==> src/design/hdlc_rx_regs.vh <==
// Register offsets, field positions, codes and reset values of the HDLC receive controller
`ifndef HDLC_RX_REGS_VH
`define HDLC_RX_REGS_VH
// ----------------------------------------
// Register offsets
// ----------------------------------------
`define HR_CTRL_OFS 8'h50
`define HR_WMRK_OFS 8'h51
`define HR_STAT_OFS 8'h54
`define HR_LTCH_OFS 8'h55
`define HR_INFO_OFS 8'h57
`define HR_DATA_OFS 8'h5c
`define HR_TAGS_OFS 8'h5d
// ----------------------------------------
// Field positions
// ----------------------------------------
`define HR_RST_BIT 7
`define HR_INV_BIT 5
`define HR_WM_LSB 4
`define HR_OVR_BIT 7
`define HR_PE_BIT 6
`define HR_PS_BIT 5
`define HR_ABT_BIT 4
`define HR_HWM_BIT 3
`define HR_EMPTY_BIT 5
`define HR_WM_SHIFT 5
// ----------------------------------------
// Reset values
// ----------------------------------------
`define HR_CTRL_RST 1'h0
`define HR_WMRK_RST 3'h0
// ----------------------------------------
// Framer modes and Sn source code
// ----------------------------------------
`define HR_MODE_M23 2'h0
`define HR_MODE_CBIT 2'h1
`define HR_MODE_E3 2'h2
`define HR_SN_HDLC 2'h1
// ----------------------------------------
// Packet status codes and line constants
// ----------------------------------------
`define HR_PS_GOOD 2'h0
`define HR_PS_CRC 2'h1
`define HR_PS_ABORT 2'h2
`define HR_PS_ALIGN 2'h3
`define HR_CRC_INIT 16'hffff
`define HR_CRC_POLY 16'h8408
`define HR_CRC_GOOD 16'hf0b8
`define HR_FLAG_ONES 3'h6
`define HR_STUFF_ONES 3'h5
`endif

==> src/design/hdlc_rx_ctrl.v <==
// HDLC receive controller: flag hunt, destuffing, CRC check and tagged receive FIFO
//
// Summary of operation
// - Receive FIFO holds 256 packet bytes
// - C-bit mode uses subframe five C-bits
// - E3 receives Sn; transmit Sn when selected
// - M23 mode disconnects the controller
// - Reset flushes FIFO and restarts hunt
// - Hunt bitwise, destuff, align, store bytes
// - First packet byte carries opening marker
// - Closing flag checks CRC, marks last byte
// - Check sequence bytes never enter FIFO
// - Closing byte carries two-bit packet status
// - Single or shared-zero flags delimit packets
// - Overflow drops packet rest, latches overrun
// - After overflow refuse until empty or reset
// - Seven ones latch abort seen flag
// - Mid-packet abort recorded in packet status
// - Latch packet start and packet end events
// - High watermark when occupancy exceeds threshold
// - Each data read of a non-empty FIFO pops one byte
// - Empty flag shown in information register
// - Reset control rising edge resets receiver
// - Invert control inverts whole receive stream
//
// Decided for this implementation: strobed register access and the placing of the registers.
`timescale 1ns/10ps
`include "hdlc_rx_regs.vh"
module hdlc_rx_ctrl #(
  parameter AW = 8
) (
  // Clock and reset
  input wire clk_sys,
  input wire nrst,
  // Framer overhead bit stream
  input wire [1:0] frmMode,
  input wire cbitIn,
  input wire cbitValid,
  input wire snIn,
  input wire snValid,
  input wire [1:0] snSourceSel,
  // Transmit overhead insertion controls
  output reg txCbitInsert_r,
  output reg txSnInsert_r,
  // Register port
  input wire [7:0] regAddr,
  input wire [7:0] regWrData,
  input wire regWr,
  input wire regRd,
  output reg [7:0] regRdData_r
);

  // ----------------------------------------
  // Reset release
  // ----------------------------------------
  reg rstMeta_r; // First stage
  reg rstN_r; // Synchronised reset

  // Release through two flops so all logic leaves reset on one edge
  always @(posedge clk_sys or negedge nrst)
  begin
    if (!nrst)
    begin
      rstMeta_r <= 1'b0;
      rstN_r <= 1'b0;
    end
    else
    begin
      rstMeta_r <= 1'b1;
      rstN_r <= rstMeta_r;
    end
  end

  // ----------------------------------------
  // Declarations
  // ----------------------------------------
  reg ctrlRst_r, rstPrev_r, ctrlInv_r; // Control bits
  reg [2:0] wmSel_r; // Watermark select
  reg ovrL_r, peL_r, psL_r, abtL_r, hwmL_r; // Latched status
  reg hwmPrev_r; // Watermark history
  reg [2:0] ones_r, ones_nxt; // Run of ones
  reg inFrame_r, inFrame_nxt; // Between flags
  reg [6:0] dly_r, dly_nxt; // Flag lookahead line
  reg [2:0] dlyCnt_r, dlyCnt_nxt;
  reg [7:0] asm_r, asm_nxt; // Byte assembly
  reg [2:0] asmCnt_r, asmCnt_nxt;
  reg [23:0] hold_r, hold_nxt; // Three byte hold
  reg [1:0] holdCnt_r, holdCnt_nxt;
  reg [15:0] crc_r, crc_nxt; // Running check
  reg wrote_r, wrote_nxt; // Packet has bytes stored
  reg drop_r, drop_nxt; // Discard rest of packet
  reg refuse_r; // Blocked after overflow
  reg [AW:0] wrPtr_r, rdPtr_r; // FIFO pointers
  reg fWe; // Write request
  reg [11:0] fData; // {status, close, open, byte}
  reg abortEv; // Abort seen this bit
  reg [1:0] closeSt; // Status for closing byte
  wire softRst; // Reset trigger edge
  wire bitValid; // Overhead bit present
  wire rawBit; // Selected overhead bit
  wire bitIn; // Bit after optional inversion
  wire [AW:0] level; // Occupancy
  wire full, empty;
  wire doWrite, ovrEv, pop;
  wire [AW:0] rdPtrNxt;
  wire [AW:0] threshold;
  wire hwmLive;
  wire [11:0] memQ; // Head entry
  wire [7:0] newByte;

  // ----------------------------------------
  // Stream selection
  // ----------------------------------------
  // C-bit source in C-bit mode, Sn source in E3 mode
  assign bitValid = ((frmMode == `HR_MODE_CBIT) && cbitValid) || ((frmMode == `HR_MODE_E3) && snValid);
  assign rawBit = (frmMode == `HR_MODE_CBIT) ? cbitIn : snIn;
  assign bitIn = rawBit ^ ctrlInv_r;

  assign softRst = ctrlRst_r & ~rstPrev_r;

  // ----------------------------------------
  // FIFO bookkeeping
  // ----------------------------------------
  // depth of 256 entries
  assign level = wrPtr_r - rdPtr_r;
  assign full = level[AW];
  assign empty = (level == {(AW+1){1'b0}});
  assign ovrEv = fWe & full;
  assign doWrite = fWe & ~full;
  assign pop = regRd && (regAddr == `HR_DATA_OFS) && !empty;
  assign rdPtrNxt = softRst ? wrPtr_r : (rdPtr_r + {{AW{1'b0}}, pop});
  assign threshold = {1'b0, wmSel_r, 5'h00};
  assign hwmLive = (level > threshold);
  assign newByte = {dly_r[0], asm_r[7:1]};

  // Storage; address runs one step ahead so back-to-back pops see fresh data
  hdlc_rx_mem #(
    .WIDTH(12),
    .AW(AW)
  ) uMem (
    .clk(clk_sys),
    .we(doWrite),
    .wrAddr(wrPtr_r[AW-1:0]),
    .wrData(fData),
    .rdAddr(rdPtrNxt[AW-1:0]),
    .rdData(memQ)
  );

  // ----------------------------------------
  // Bit processing
  // ----------------------------------------
  // Seven lookahead bits hold a would-be flag until its last zero proves it
  always @*
  begin
    ones_nxt = ones_r;
    inFrame_nxt = inFrame_r;
    dly_nxt = dly_r;
    dlyCnt_nxt = dlyCnt_r;
    asm_nxt = asm_r;
    asmCnt_nxt = asmCnt_r;
    hold_nxt = hold_r;
    holdCnt_nxt = holdCnt_r;
    crc_nxt = crc_r;
    wrote_nxt = wrote_r;
    drop_nxt = drop_r;
    fWe = 1'b0;
    fData = 12'h000;
    abortEv = 1'b0;
    if (asmCnt_r != 3'h0)
    begin
      closeSt = `HR_PS_ALIGN;
    end
    else if (crc_r != `HR_CRC_GOOD)
    begin
      closeSt = `HR_PS_CRC;
    end
    else
    begin
      closeSt = `HR_PS_GOOD;
    end
    if (bitValid)
    begin
      // Count ones, saturating at seven
      if (bitIn)
      begin
        ones_nxt = (ones_r == 3'h7) ? 3'h7 : (ones_r + 3'h1);
      end
      else
      begin
        ones_nxt = 3'h0;
      end
      if (bitIn && (ones_r == `HR_FLAG_ONES))
      begin
        abortEv = 1'b1;
        inFrame_nxt = 1'b0;
        wrote_nxt = 1'b0;
        // Hold empties so a later abort cannot store a stale byte
        holdCnt_nxt = 2'h0;
        // abort closes stored packet
        // Only the oldest held byte survives; one write per bit keeps the FIFO port simple
        if ((holdCnt_r == 2'h3) && !drop_r)
        begin
          fWe = 1'b1;
          fData = {`HR_PS_ABORT, 1'b1, ~wrote_r, hold_r[23:16]};
        end
      end
      else if (!bitIn && (ones_r == `HR_FLAG_ONES))
      begin
        // status beside closing marker
        // A full hold means at least one data byte; a one-byte packet is both opening and closing
        if ((holdCnt_r == 2'h3) && !drop_r)
        begin
          fWe = 1'b1;
          fData = {closeSt, 1'b1, ~wrote_r, hold_r[23:16]};
        end
        // closing zero may also open the next flag
        // Line starts empty: the zero is never data, and six ones plus a zero still match
        inFrame_nxt = 1'b1;
        dly_nxt = 7'h00;
        dlyCnt_nxt = 3'h0;
        asmCnt_nxt = 3'h0;
        holdCnt_nxt = 2'h0;
        crc_nxt = `HR_CRC_INIT;
        wrote_nxt = 1'b0;
        drop_nxt = refuse_r;
      end
      else if (!bitIn && (ones_r == `HR_STUFF_ONES))
      begin
        dly_nxt = dly_r;
      end
      else if (inFrame_r)
      begin
        dly_nxt = {bitIn, dly_r[6:1]};
        if (dlyCnt_r != 3'h7)
        begin
          dlyCnt_nxt = dlyCnt_r + 3'h1;
        end
        else
        begin
          // Bit leaving the line is real data or check sequence
          crc_nxt = {1'b0, crc_r[15:1]} ^ ((crc_r[0] ^ dly_r[0]) ? `HR_CRC_POLY : 16'h0000);
          asm_nxt = newByte;
          asmCnt_nxt = asmCnt_r + 3'h1;
          if (asmCnt_r == 3'h7)
          begin
            hold_nxt = {hold_r[15:0], newByte};
            // last two bytes held back as check sequence
            if (holdCnt_r != 2'h3)
            begin
              holdCnt_nxt = holdCnt_r + 2'h1;
            end
            else if (!drop_r)
            begin
              fWe = 1'b1;
              fData = {`HR_PS_GOOD, 1'b0, ~wrote_r, hold_r[23:16]};
              wrote_nxt = 1'b1;
            end
          end
        end
      end
    end
  end

  // ----------------------------------------
  // Receiver state
  // ----------------------------------------
  always @(posedge clk_sys or negedge rstN_r)
  begin
    if (!rstN_r)
    begin
      ones_r <= 3'h0;
      inFrame_r <= 1'b0;
      dly_r <= 7'h00;
      dlyCnt_r <= 3'h0;
      asm_r <= 8'h00;
      asmCnt_r <= 3'h0;
      hold_r <= 24'h000000;
      holdCnt_r <= 2'h0;
      crc_r <= `HR_CRC_INIT;
      wrote_r <= 1'b0;
      drop_r <= 1'b0;
      refuse_r <= 1'b0;
      wrPtr_r <= {(AW+1){1'b0}};
      rdPtr_r <= {(AW+1){1'b0}};
    end
    else if (softRst)
    begin
      ones_r <= 3'h0;
      inFrame_r <= 1'b0;
      dlyCnt_r <= 3'h0;
      asmCnt_r <= 3'h0;
      holdCnt_r <= 2'h0;
      wrote_r <= 1'b0;
      drop_r <= 1'b0;
      refuse_r <= 1'b0;
      rdPtr_r <= rdPtrNxt;
    end
    else
    begin
      ones_r <= ones_nxt;
      inFrame_r <= inFrame_nxt;
      dly_r <= dly_nxt;
      dlyCnt_r <= dlyCnt_nxt;
      asm_r <= asm_nxt;
      asmCnt_r <= asmCnt_nxt;
      hold_r <= hold_nxt;
      holdCnt_r <= holdCnt_nxt;
      crc_r <= crc_nxt;
      wrote_r <= wrote_nxt;
      drop_r <= drop_nxt | ovrEv;
      refuse_r <= ovrEv | (refuse_r & ~empty);
      wrPtr_r <= wrPtr_r + {{AW{1'b0}}, doWrite};
      rdPtr_r <= rdPtrNxt;
    end
  end

  // ----------------------------------------
  // Control and latched status
  // ----------------------------------------
  // Latches are write-one-to-clear; a new event in the same cycle wins
  always @(posedge clk_sys or negedge rstN_r)
  begin
    if (!rstN_r)
    begin
      ctrlRst_r <= `HR_CTRL_RST;
      rstPrev_r <= 1'b0;
      ctrlInv_r <= `HR_CTRL_RST;
      wmSel_r <= `HR_WMRK_RST;
      ovrL_r <= 1'b0;
      peL_r <= 1'b0;
      psL_r <= 1'b0;
      abtL_r <= 1'b0;
      hwmL_r <= 1'b0;
      hwmPrev_r <= 1'b0;
      txCbitInsert_r <= 1'b0;
      txSnInsert_r <= 1'b0;
    end
    else
    begin
      rstPrev_r <= ctrlRst_r;
      hwmPrev_r <= hwmLive;
      if (regWr && (regAddr == `HR_CTRL_OFS))
      begin
        ctrlRst_r <= regWrData[`HR_RST_BIT];
        ctrlInv_r <= regWrData[`HR_INV_BIT];
      end
      if (regWr && (regAddr == `HR_WMRK_OFS))
      begin
        wmSel_r <= regWrData[`HR_WM_LSB+2:`HR_WM_LSB];
      end
      ovrL_r <= ovrEv | (ovrL_r & ~(regWr && (regAddr == `HR_LTCH_OFS) && regWrData[`HR_OVR_BIT]));
      peL_r <= (doWrite & fData[9]) | (peL_r & ~(regWr && (regAddr == `HR_LTCH_OFS) && regWrData[`HR_PE_BIT]));
      psL_r <= (doWrite & fData[8]) | (psL_r & ~(regWr && (regAddr == `HR_LTCH_OFS) && regWrData[`HR_PS_BIT]));
      abtL_r <= abortEv | (abtL_r & ~(regWr && (regAddr == `HR_LTCH_OFS) && regWrData[`HR_ABT_BIT]));
      hwmL_r <= (hwmLive & ~hwmPrev_r) | (hwmL_r & ~(regWr && (regAddr == `HR_LTCH_OFS) && regWrData[`HR_HWM_BIT]));
      // C-bit insertion only in C-bit mode
      txCbitInsert_r <= (frmMode == `HR_MODE_CBIT);
      txSnInsert_r <= (frmMode == `HR_MODE_E3) && (snSourceSel == `HR_SN_HDLC);
    end
  end

  // ----------------------------------------
  // Register read
  // ----------------------------------------
  // Data stands one cycle after the strobe; unmapped offsets read zero
  always @(posedge clk_sys or negedge rstN_r)
  begin
    if (!rstN_r)
    begin
      regRdData_r <= 8'h00;
    end
    else if (regRd)
    begin
      case (regAddr)
        `HR_CTRL_OFS:
        begin
          regRdData_r <= {ctrlRst_r, 1'b0, ctrlInv_r, 5'h00};
        end
        `HR_WMRK_OFS:
        begin
          regRdData_r <= {1'b0, wmSel_r, 4'h0};
        end
        `HR_STAT_OFS:
        begin
          regRdData_r <= {4'h0, hwmLive, 3'h0};
        end
        `HR_LTCH_OFS:
        begin
          regRdData_r <= {ovrL_r, peL_r, psL_r, abtL_r, hwmL_r, 3'h0};
        end
        `HR_INFO_OFS:
        begin
          regRdData_r <= {2'h0, empty, 5'h00};
        end
        `HR_DATA_OFS:
        begin
          regRdData_r <= empty ? 8'h00 : memQ[7:0];
        end
        `HR_TAGS_OFS:
        begin
          // status and markers of head byte
          regRdData_r <= empty ? 8'h00 : {4'h0, memQ[11:8]};
        end
        default:
        begin
          regRdData_r <= 8'h00;
        end
      endcase
    end
  end

endmodule // hdlc_rx_ctrl

==> src/design/hdlc_rx_mem.v <==
// Receive FIFO storage with a registered read port
`timescale 1ns/10ps
module hdlc_rx_mem #(
  parameter WIDTH = 12,
  parameter AW = 8
) (
  // Clock
  input wire clk,
  // Write side
  input wire we,
  input wire [AW-1:0] wrAddr,
  input wire [WIDTH-1:0] wrData,
  // Read side
  input wire [AW-1:0] rdAddr,
  output reg [WIDTH-1:0] rdData
);

  // Entry array, no reset: the pointers decide what is valid
  reg [WIDTH-1:0] store [0:(1<<AW)-1];

  // ----------------------------------------
  // Write, and read with write-through
  // ----------------------------------------
  // Bypass keeps a byte written into an empty FIFO visible at once
  always @(posedge clk)
  begin
    if (we)
    begin
      store[wrAddr] <= wrData;
    end
    if (we && (wrAddr == rdAddr))
    begin
      rdData <= wrData;
    end
    else
    begin
      rdData <= store[rdAddr];
    end
  end

endmodule // hdlc_rx_mem

==> config.mk <==
export PLATFORM = sky130hd
export DESIGN_NAME = hdlc_rx_ctrl
export DESIGN_NICKNAME = d
export VERILOG_FILES = /design/src/design/hdlc_rx_ctrl.v /design/src/design/hdlc_rx_mem.v
export VERILOG_INCLUDE_DIRS = /design/src /design/src/design
export SDC_FILE = /design/constraint.sdc
export NUM_CORES = 2
export LEC_CHECK = 0
export BUFFER_PORTS_ARGS = -buffer_cell sky130_fd_sc_hd__buf_2
export CORE_MARGIN = 5
export CORE_UTILIZATION = 50
export DETAILED_ROUTE_END_ITERATION = 7
export GPL_TIMING_DRIVEN = 1
export PLACE_DENSITY = 0.68
export SLEW_MARGIN = 20
export SYNTH_ARGS = -nofsm -noshare
export SYNTH_HDL_FRONTEND = slang
export SYNTH_SLANG_ARGS = --single-unit
==> constraint.sdc <==
create_clock -name clk_sys -period 8.1 [get_ports clk_sys]
set_input_delay 0.81 -clock clk_sys [delete_from_list [all_inputs] [get_ports clk_sys]]
set_output_delay 0.81 -clock clk_sys [all_outputs]
set_load 0.01 [all_outputs]
# Word-level counts from Yosys, hierarchy flattened
# Memory sizes are Yosys's and may differ from the RTL's. A register that Yosys moved wholly into a read port is not among the register bits.
# Index checks and enable logic that the tools add are counted.
[word_totals]
reg_bits = 112
ram_bits = 3072
input_bits = 28
output_inout_bits = 10
word_cells = 228
memories = 1
[op_classes]
n_addsub = 7
order_cmp = 1
n_eq_ne = 27
mux = 86
bitwise_logic = 37
n_reduce_logical = 40
[mem_list]
columns = ["memory", "depth", "width", "rd", "rd_clocked_by_memory_dff", "wr", "line_no", "text"]
rows = [
  ["uMem.store", 256, 12, 1, 1, 1, "hdlc_rx_mem.v:19", "reg [WIDTH-1:0] store [0:(1<<AW)-1];"],
]
[op_table]
columns = ["cell", "count"]
rows = [
  ["$mux W16", 5],
  ["$mux W9", 7],
  ["$mux W12", 5],
  ["$eq A8 B7 Y1 const B", 7],
  ["$pmux W8 S7", 1],
  ["$mux W3", 18],
  ["$mux W1", 35],
  ["$mux W7", 3],
  ["$mux W2", 10],
  ["$add A9 B1 Y9", 2],
  ["$logic_and A1 B1 Y1", 17],
  ["$ne A16 B16 Y1 const B", 1],
  ["$xor A15 B16 Y16", 1],
  ["$not A1 Y1", 15],
  ["$reduce_and A5 Y1", 3],
  ["$reduce_and A7 Y1", 2],
  ["$and A1 B1 Y1", 12],
  ["$eq A3 B3 Y1 const B", 4],
  ["$ne A4 B4 Y1 const B", 3],
  ["$reduce_and A6 Y1", 2],
  ["$reduce_bool A3 Y1", 4],
  ["$reduce_bool A4 Y1", 3],
  ["$add A3 B1 Y3 const B", 3],
  ["$gt A9 B8 Y1", 1],
  ["other kinds (17)", 34],
]

# Logic depth before layout (Yosys ltp)
[depth]
depth_word = 12
mapped_depth = 15

# By module
# A second synthesis with hierarchy kept.
[unflattened]
cells_unflattened = 6031
hier_area_um2 = 124260.4
[by_module_without_submodules]
columns = ["module", "instances", "cells_per_inst", "area_per_inst_um2", "seq_area_each_um2"]
rows = [
  ["hdlc_rx_mem", 1, 5502, 118552.5, 92408.6],
  ["hdlc_rx_ctrl", 1, 529, 5708.0, 2797.7],
]

# Worst setup path before layout
# Ideal clock, no wire load.
[synth_path]
path_type = "input -> register"
from = "input frmMode[0]"
to = "memory uMem.store[0][11], data pin"
arrival_ns = 8.543
t_required_ns = 6.522
path_slack_ns = -2.021
stages = 6
n_path_buf = 1
cell_sequence = "nor2b_1 a22oi_1 clkbuf_1 nor2_1 nand2_1 a21oi_1"
[synth_via]
elab_chain_len = 8
word_cells_on_any_way = 13
[synth_lines]
columns = ["item", "line_no", "text"]
rows = [
  ["start: declaration", "hdlc_rx_ctrl.v:36", "input wire [1:0] frmMode,"],
  ["$eq A2 B1 Y1 (no line)", "-", ""],
  ["$mux W1", "hdlc_rx_ctrl.v:116", "assign rawBit = (frmMode == `HR_MODE_CBIT) ? cbitIn : snIn;"],
  ["$xor A1 B1 Y1", "hdlc_rx_ctrl.v:117", "assign bitIn = rawBit ^ ctrlInv_r;"],
  ["$logic_not A1 Y1", "hdlc_rx_ctrl.v:207", "else if (!bitIn && (ones_r == `HR_FLAG_ONES))"],
  ["$logic_and A1 B1 Y1", "hdlc_rx_ctrl.v:207", ""],
  ["$mux W12", "hdlc_rx_ctrl.v:207", ""],
  ["$mux W12", "hdlc_rx_ctrl.v:192", "if (bitIn && (ones_r == `HR_FLAG_ONES))"],
  ["$mux W12 (*)", "hdlc_rx_ctrl.v:181", "if (bitValid)"],
  ["via fData[11]", "hdlc_rx_ctrl.v:95", "reg [11:0] fData;"],
  ["end: declaration", "hdlc_rx_mem.v:19", ""],
]
# Mark *: on every way through the listed nets, which the timed path passes. The rest lies on a longest branch.

# Final worst setup path
[layout_path]
from = "register wrPtr_r[1]"
to = "memory uMem.store[76][6], enable pin"
[layout_via]
elab_chain_len = 5
[layout_lines]
columns = ["item", "line_no", "text"]
rows = [
  ["start: declaration", "hdlc_rx_ctrl.v:93", "reg [AW:0] wrPtr_r, rdPtr_r;"],
  ["start signal: assignment", "hdlc_rx_ctrl.v:283", "wrPtr_r <= {(AW+1){1'b0}};"],
  ["start signal: assignment", "hdlc_rx_ctrl.v:312", "wrPtr_r <= wrPtr_r + {{AW{1'b0}}, doWrite};"],
  ["$sub A9 B9 Y9", "hdlc_rx_ctrl.v:125", "assign level = wrPtr_r - rdPtr_r;"],
  ["$not A1 Y1", "hdlc_rx_ctrl.v:129", "assign doWrite = fWe & ~full;"],
  ["$and A1 B1 Y1", "hdlc_rx_ctrl.v:129", ""],
  ["$mux W1", "hdlc_rx_mem.v:27", "if (we)"],
  ["$mux W1 (implied by the code)", "hdlc_rx_mem.v:29", "store[wrAddr] <= wrData;"],
]
# Parallel ways exist; a longest one is shown, timed or not.

==> results.md <==
* Register share of total power at 0.435
* Worst path required time at about 8.6 ns
* Startpoint Class: flip-flop
* Yosys reg bits at ~3,200
* Final Hold Vio Count at 0
* Vias per inst at roughly 6.5
* Slack of the critical path at roughly 2.7 ns
* Initial drt markers at 9,353
* Total track usage at 0.261
* Die Span Y at 509 µm
* Share of cells above drive strength 1 at 0.273
* Highest Clock Rate at roughly 0.19 GHz
* Worst hold slack at between 0.08 and 0.09 ns
* Worst hold stages at 2
* Internal power at around 30,000 µW
* Data arrival, critical path at about 6 ns
* Clk_lat worst skew at around 0.96 ns
* Slew Viols, Final at 0
* Commonest non-fill, non-tap cell in the layout: edfxtp_1
* Mean Syn Cell Area at 20.9 µm²
* Syn Std Cell Area at between 100,000 and 150,000 µm²
* Worst setup EP type: flip-flop
* Root buf cell: clkbuf_16
* Detailed placement HPWL at roughly 200,000 µm
* Yosys warning count at 0
* Final Util at 0.563
* Port bufs at 34
* R2R setup slack at ~2.7 ns
* CTS resizes at 0
* Unrepaired setup endpoints after global routing: no
* Placer Congestion at about 0.9
* Setup Skew at between 0.07 and 0.08 ns
* Antenna violations before repair at 12
* Dpl ws at between 2 and 3 ns
* Net switching power at around 12,000 µW
* Yosys cell types at 86
* TritonCTS clock tree: yes
* Mapped Nets at 6,024
* Worst hold endpoint: txCbitInsert_r
* Critical hold path startpoint: frmMode[1]
* Most frequent cells in the layout: 3,072 x edfxtp_1, 742 x mux4_2, 338 x clkbuf_16
* Sw Ratio at 0.296
* Die W at slightly above 500 µm
* Clock sinks at between 3,000 and 4,000
* Status: finished, final reports clean
* Core ar. at roughly 250,000 µm²
* Crit-path max FO at 16
* TNS Setup at 0 ns
* Critical R2R Launch: wrPtr_r[1]
* EDFF count, synth at 3,072
* Comb pwr share at 0.211
* Final net count at roughly 6,200
* Area share of the largest cell type after synthesis at 0.740
* CTS clk-pin slew, worst paths at ~0.06 ns
* Peak supply drop at about 0.34 mV
* Die ar. at 260,000 µm²
* Relative slew slack at 0.187
* H-tree levels at 5
* Initial DRT Pass Iterations at 8
* Routed wire per std cell at between 30 and 40 µm
* Main synth FF type: edfxtp_1
* Crit share post-route at 0.665
* Leak at around 0.038 µW
* Layout area overhead at 12.1%
* Worst Hold Class: in2reg
* Dominant cells by area after synthesis: edfxtp_1 74%, mux4_2 13%, dfrtp_1 1.9%, mux2i_1 1.3%, nor2_1 1.1%
* Cell taking the most area after synthesis: edfxtp_1
* Vias in the first global route at about 62,000
* Worst Setup SP: wrPtr_r[1]
* Critical path class: reg2reg
* Final setup viols at 0
* Worst-Margin Slew at roughly 1.2 ns
* Sequential cell area fraction in the yosys report at 0.763
* Gr ovfl total at 0
* Deepest clock path buffer count at 4
* Final ANT Viol Nets at 0
* Post-synth ARST share at 0.0348
* Top-Level Pins at 38
* Max cap viols at 0
* CTS Buf Count at approximately 330
* DRT Wirelength at between 300,000 and 400,000 µm
* Final routed DRC violation total at 0
* R2R depth at 9
* First-pass GRT wire length at 476,000 µm
* FP Rows at 183
* Initial Util at 0.502
* Clock power share at 0.353
* Reg2reg end: uMem.store[76][6]
* Final min period at 5.39 ns
* Mapped Cells at 5,972
* Cell area power density at 299 nW/µm²
* Largest net degree at the start of global routing at 200
* Via count at roughly 64,000
[registers in the layout, summed over array words and instances, names as in the netlist, 7 cells and up, named ones only]
| name | cells |
|---|---|
| rdPtr_r | 9 |
| wrPtr_r | 9 |
| asm_r | 7 |
| hold_r | 24 |
| uMem.store | 3072 |
| crc_r | 16 |
| regRdData_r | 8 |
| dly_r | 7 |
[per-stage QoR]
stage                     area (µm²)  cells  total power [µW]
after floorplan               125000   5972             23900
after global placement        129000   9169             27200
after detailed placement      129000   9174             27200
after CTS                     139000   9750             41700
after global routing          140000   9752             42800
final                         140000   9756             41700
[metal layers]
layer	share of wire	track usage	wire, µm
met1	0.37	0.361	126000
met2	0.45	0.389	154000
met3	0.12	0.0746	40600
met4	0.053	0.119	18100
met5	0.00011	0	39
[what timing repair did]
action	4_1_cts	5_1_grt
hold buffers	1	0
setup buffers	0	0
endpoints found under the setup margin	0	0
hold endpoints to repair	2	0
[final cells by class]
| type | count | area (µm²) |
|---|---|---|
| Clock inverter | 172 | 1640 |
| Inverter | 27 | 113 |
| Sequential cell | 3191 | 95200 |
| Antenna cell | 5 | 12.5 |
| Clock buffer | 403 | 8720 |
| Timing Repair Buffer | 211 | 1890 |
| Multi-Input combinational cell | 2417 | 28000 |
| Fill cell | 18000 | 109000 |
| Tap cell | 3330 | 4170 |
[how the worst max path moves through the flow]
| stage | depth (start not counted) | end |
|---|---|---|
| after detailed placement | 9 | uMem.store[109][2] |
| after floorplan | 5 | uMem.store[0][11] |
| final | 9 | uMem.store[76][6] |
| after CTS | 9 | uMem.store[109][4] |
| after global routing | 9 | uMem.store[76][6] |
| after global placement | 9 | uMem.store[205][2] |
[cell families (layout without fill, tap and decap cells)]
| group | count (synthesis) | count (layout) | share of synthesized area |
|---|---|---|---|
| compound gates | 527 | 527 | 0.0294 |
| xor+xnor | 24 | 24 | 0.00175 |
| fa+ha+maj | 24 | 24 | 0.00241 |
| buf+inv | 364 | 813 | 0.0172 |
| flops | 3191 | 3191 | 0.763 |
| mux | 984 | 984 | 0.155 |
| other cells | 1 | 6 | 0.0000301 |
| simple gates | 857 | 857 | 0.0309 |
[worst max-delay path, cell delays in order, from the launching register on]
cell and delay, ns:
dfrtp_1 0.58, ha_1 0.32, nor2b_1 0.17, o31ai_1 0.59, a211o_1 0.24, o211ai_2 0.15
a2111o_4 0.61, nor3_4 0.30, nand3_4 0.80, nor2_1 1.18
[power by group through the flow]
stage	combinational [µW]	sequential (µW)	clock (µW)
after detailed placement	8670	18500	0
after global routing	9070	18200	15600
after global placement	8650	18500	0
after floorplan	5630	18300	0
final	8830	18200	14800
after CTS	8700	18200	14900
[cell usage after synthesis, types with 14 or more instances]
| master | count |
|---|---|
| buf_6 | 28 |
| o211ai_1 | 21 |
| nor3_1 | 42 |
| nand2_1 | 235 |
| o22ai_1 | 38 |
| buf_2 | 89 |
| mux2_2 | 73 |
| a22o_1 | 17 |
| a21oi_1 | 79 |
| o221ai_1 | 20 |
| nor4_1 | 14 |
| clkbuf_1 | 116 |
| a221oi_1 | 30 |
| a22oi_1 | 87 |
| a221o_1 | 14 |
| ha_1 | 24 |
| dfstp_2 | 16 |
| buf_1 | 26 |
| mux4_2 | 742 |
| edfxtp_1 | 3072 |
| xnor2_1 | 15 |
| nand2b_1 | 21 |
| nor2_1 | 362 |
| nand3_1 | 54 |
| inv_1 | 25 |
| dfrtp_1 | 95 |
| nor2b_1 | 28 |
| buf_4 | 57 |
| nand4_1 | 16 |
| a211oi_1 | 20 |
| a31oi_1 | 21 |
| mux2i_1 | 163 |
| o21ai_0 | 101 |
| and2_1 | 19 |
| buf_8 | 20 |
Note: power is estimated with default switching activity, not from simulation.
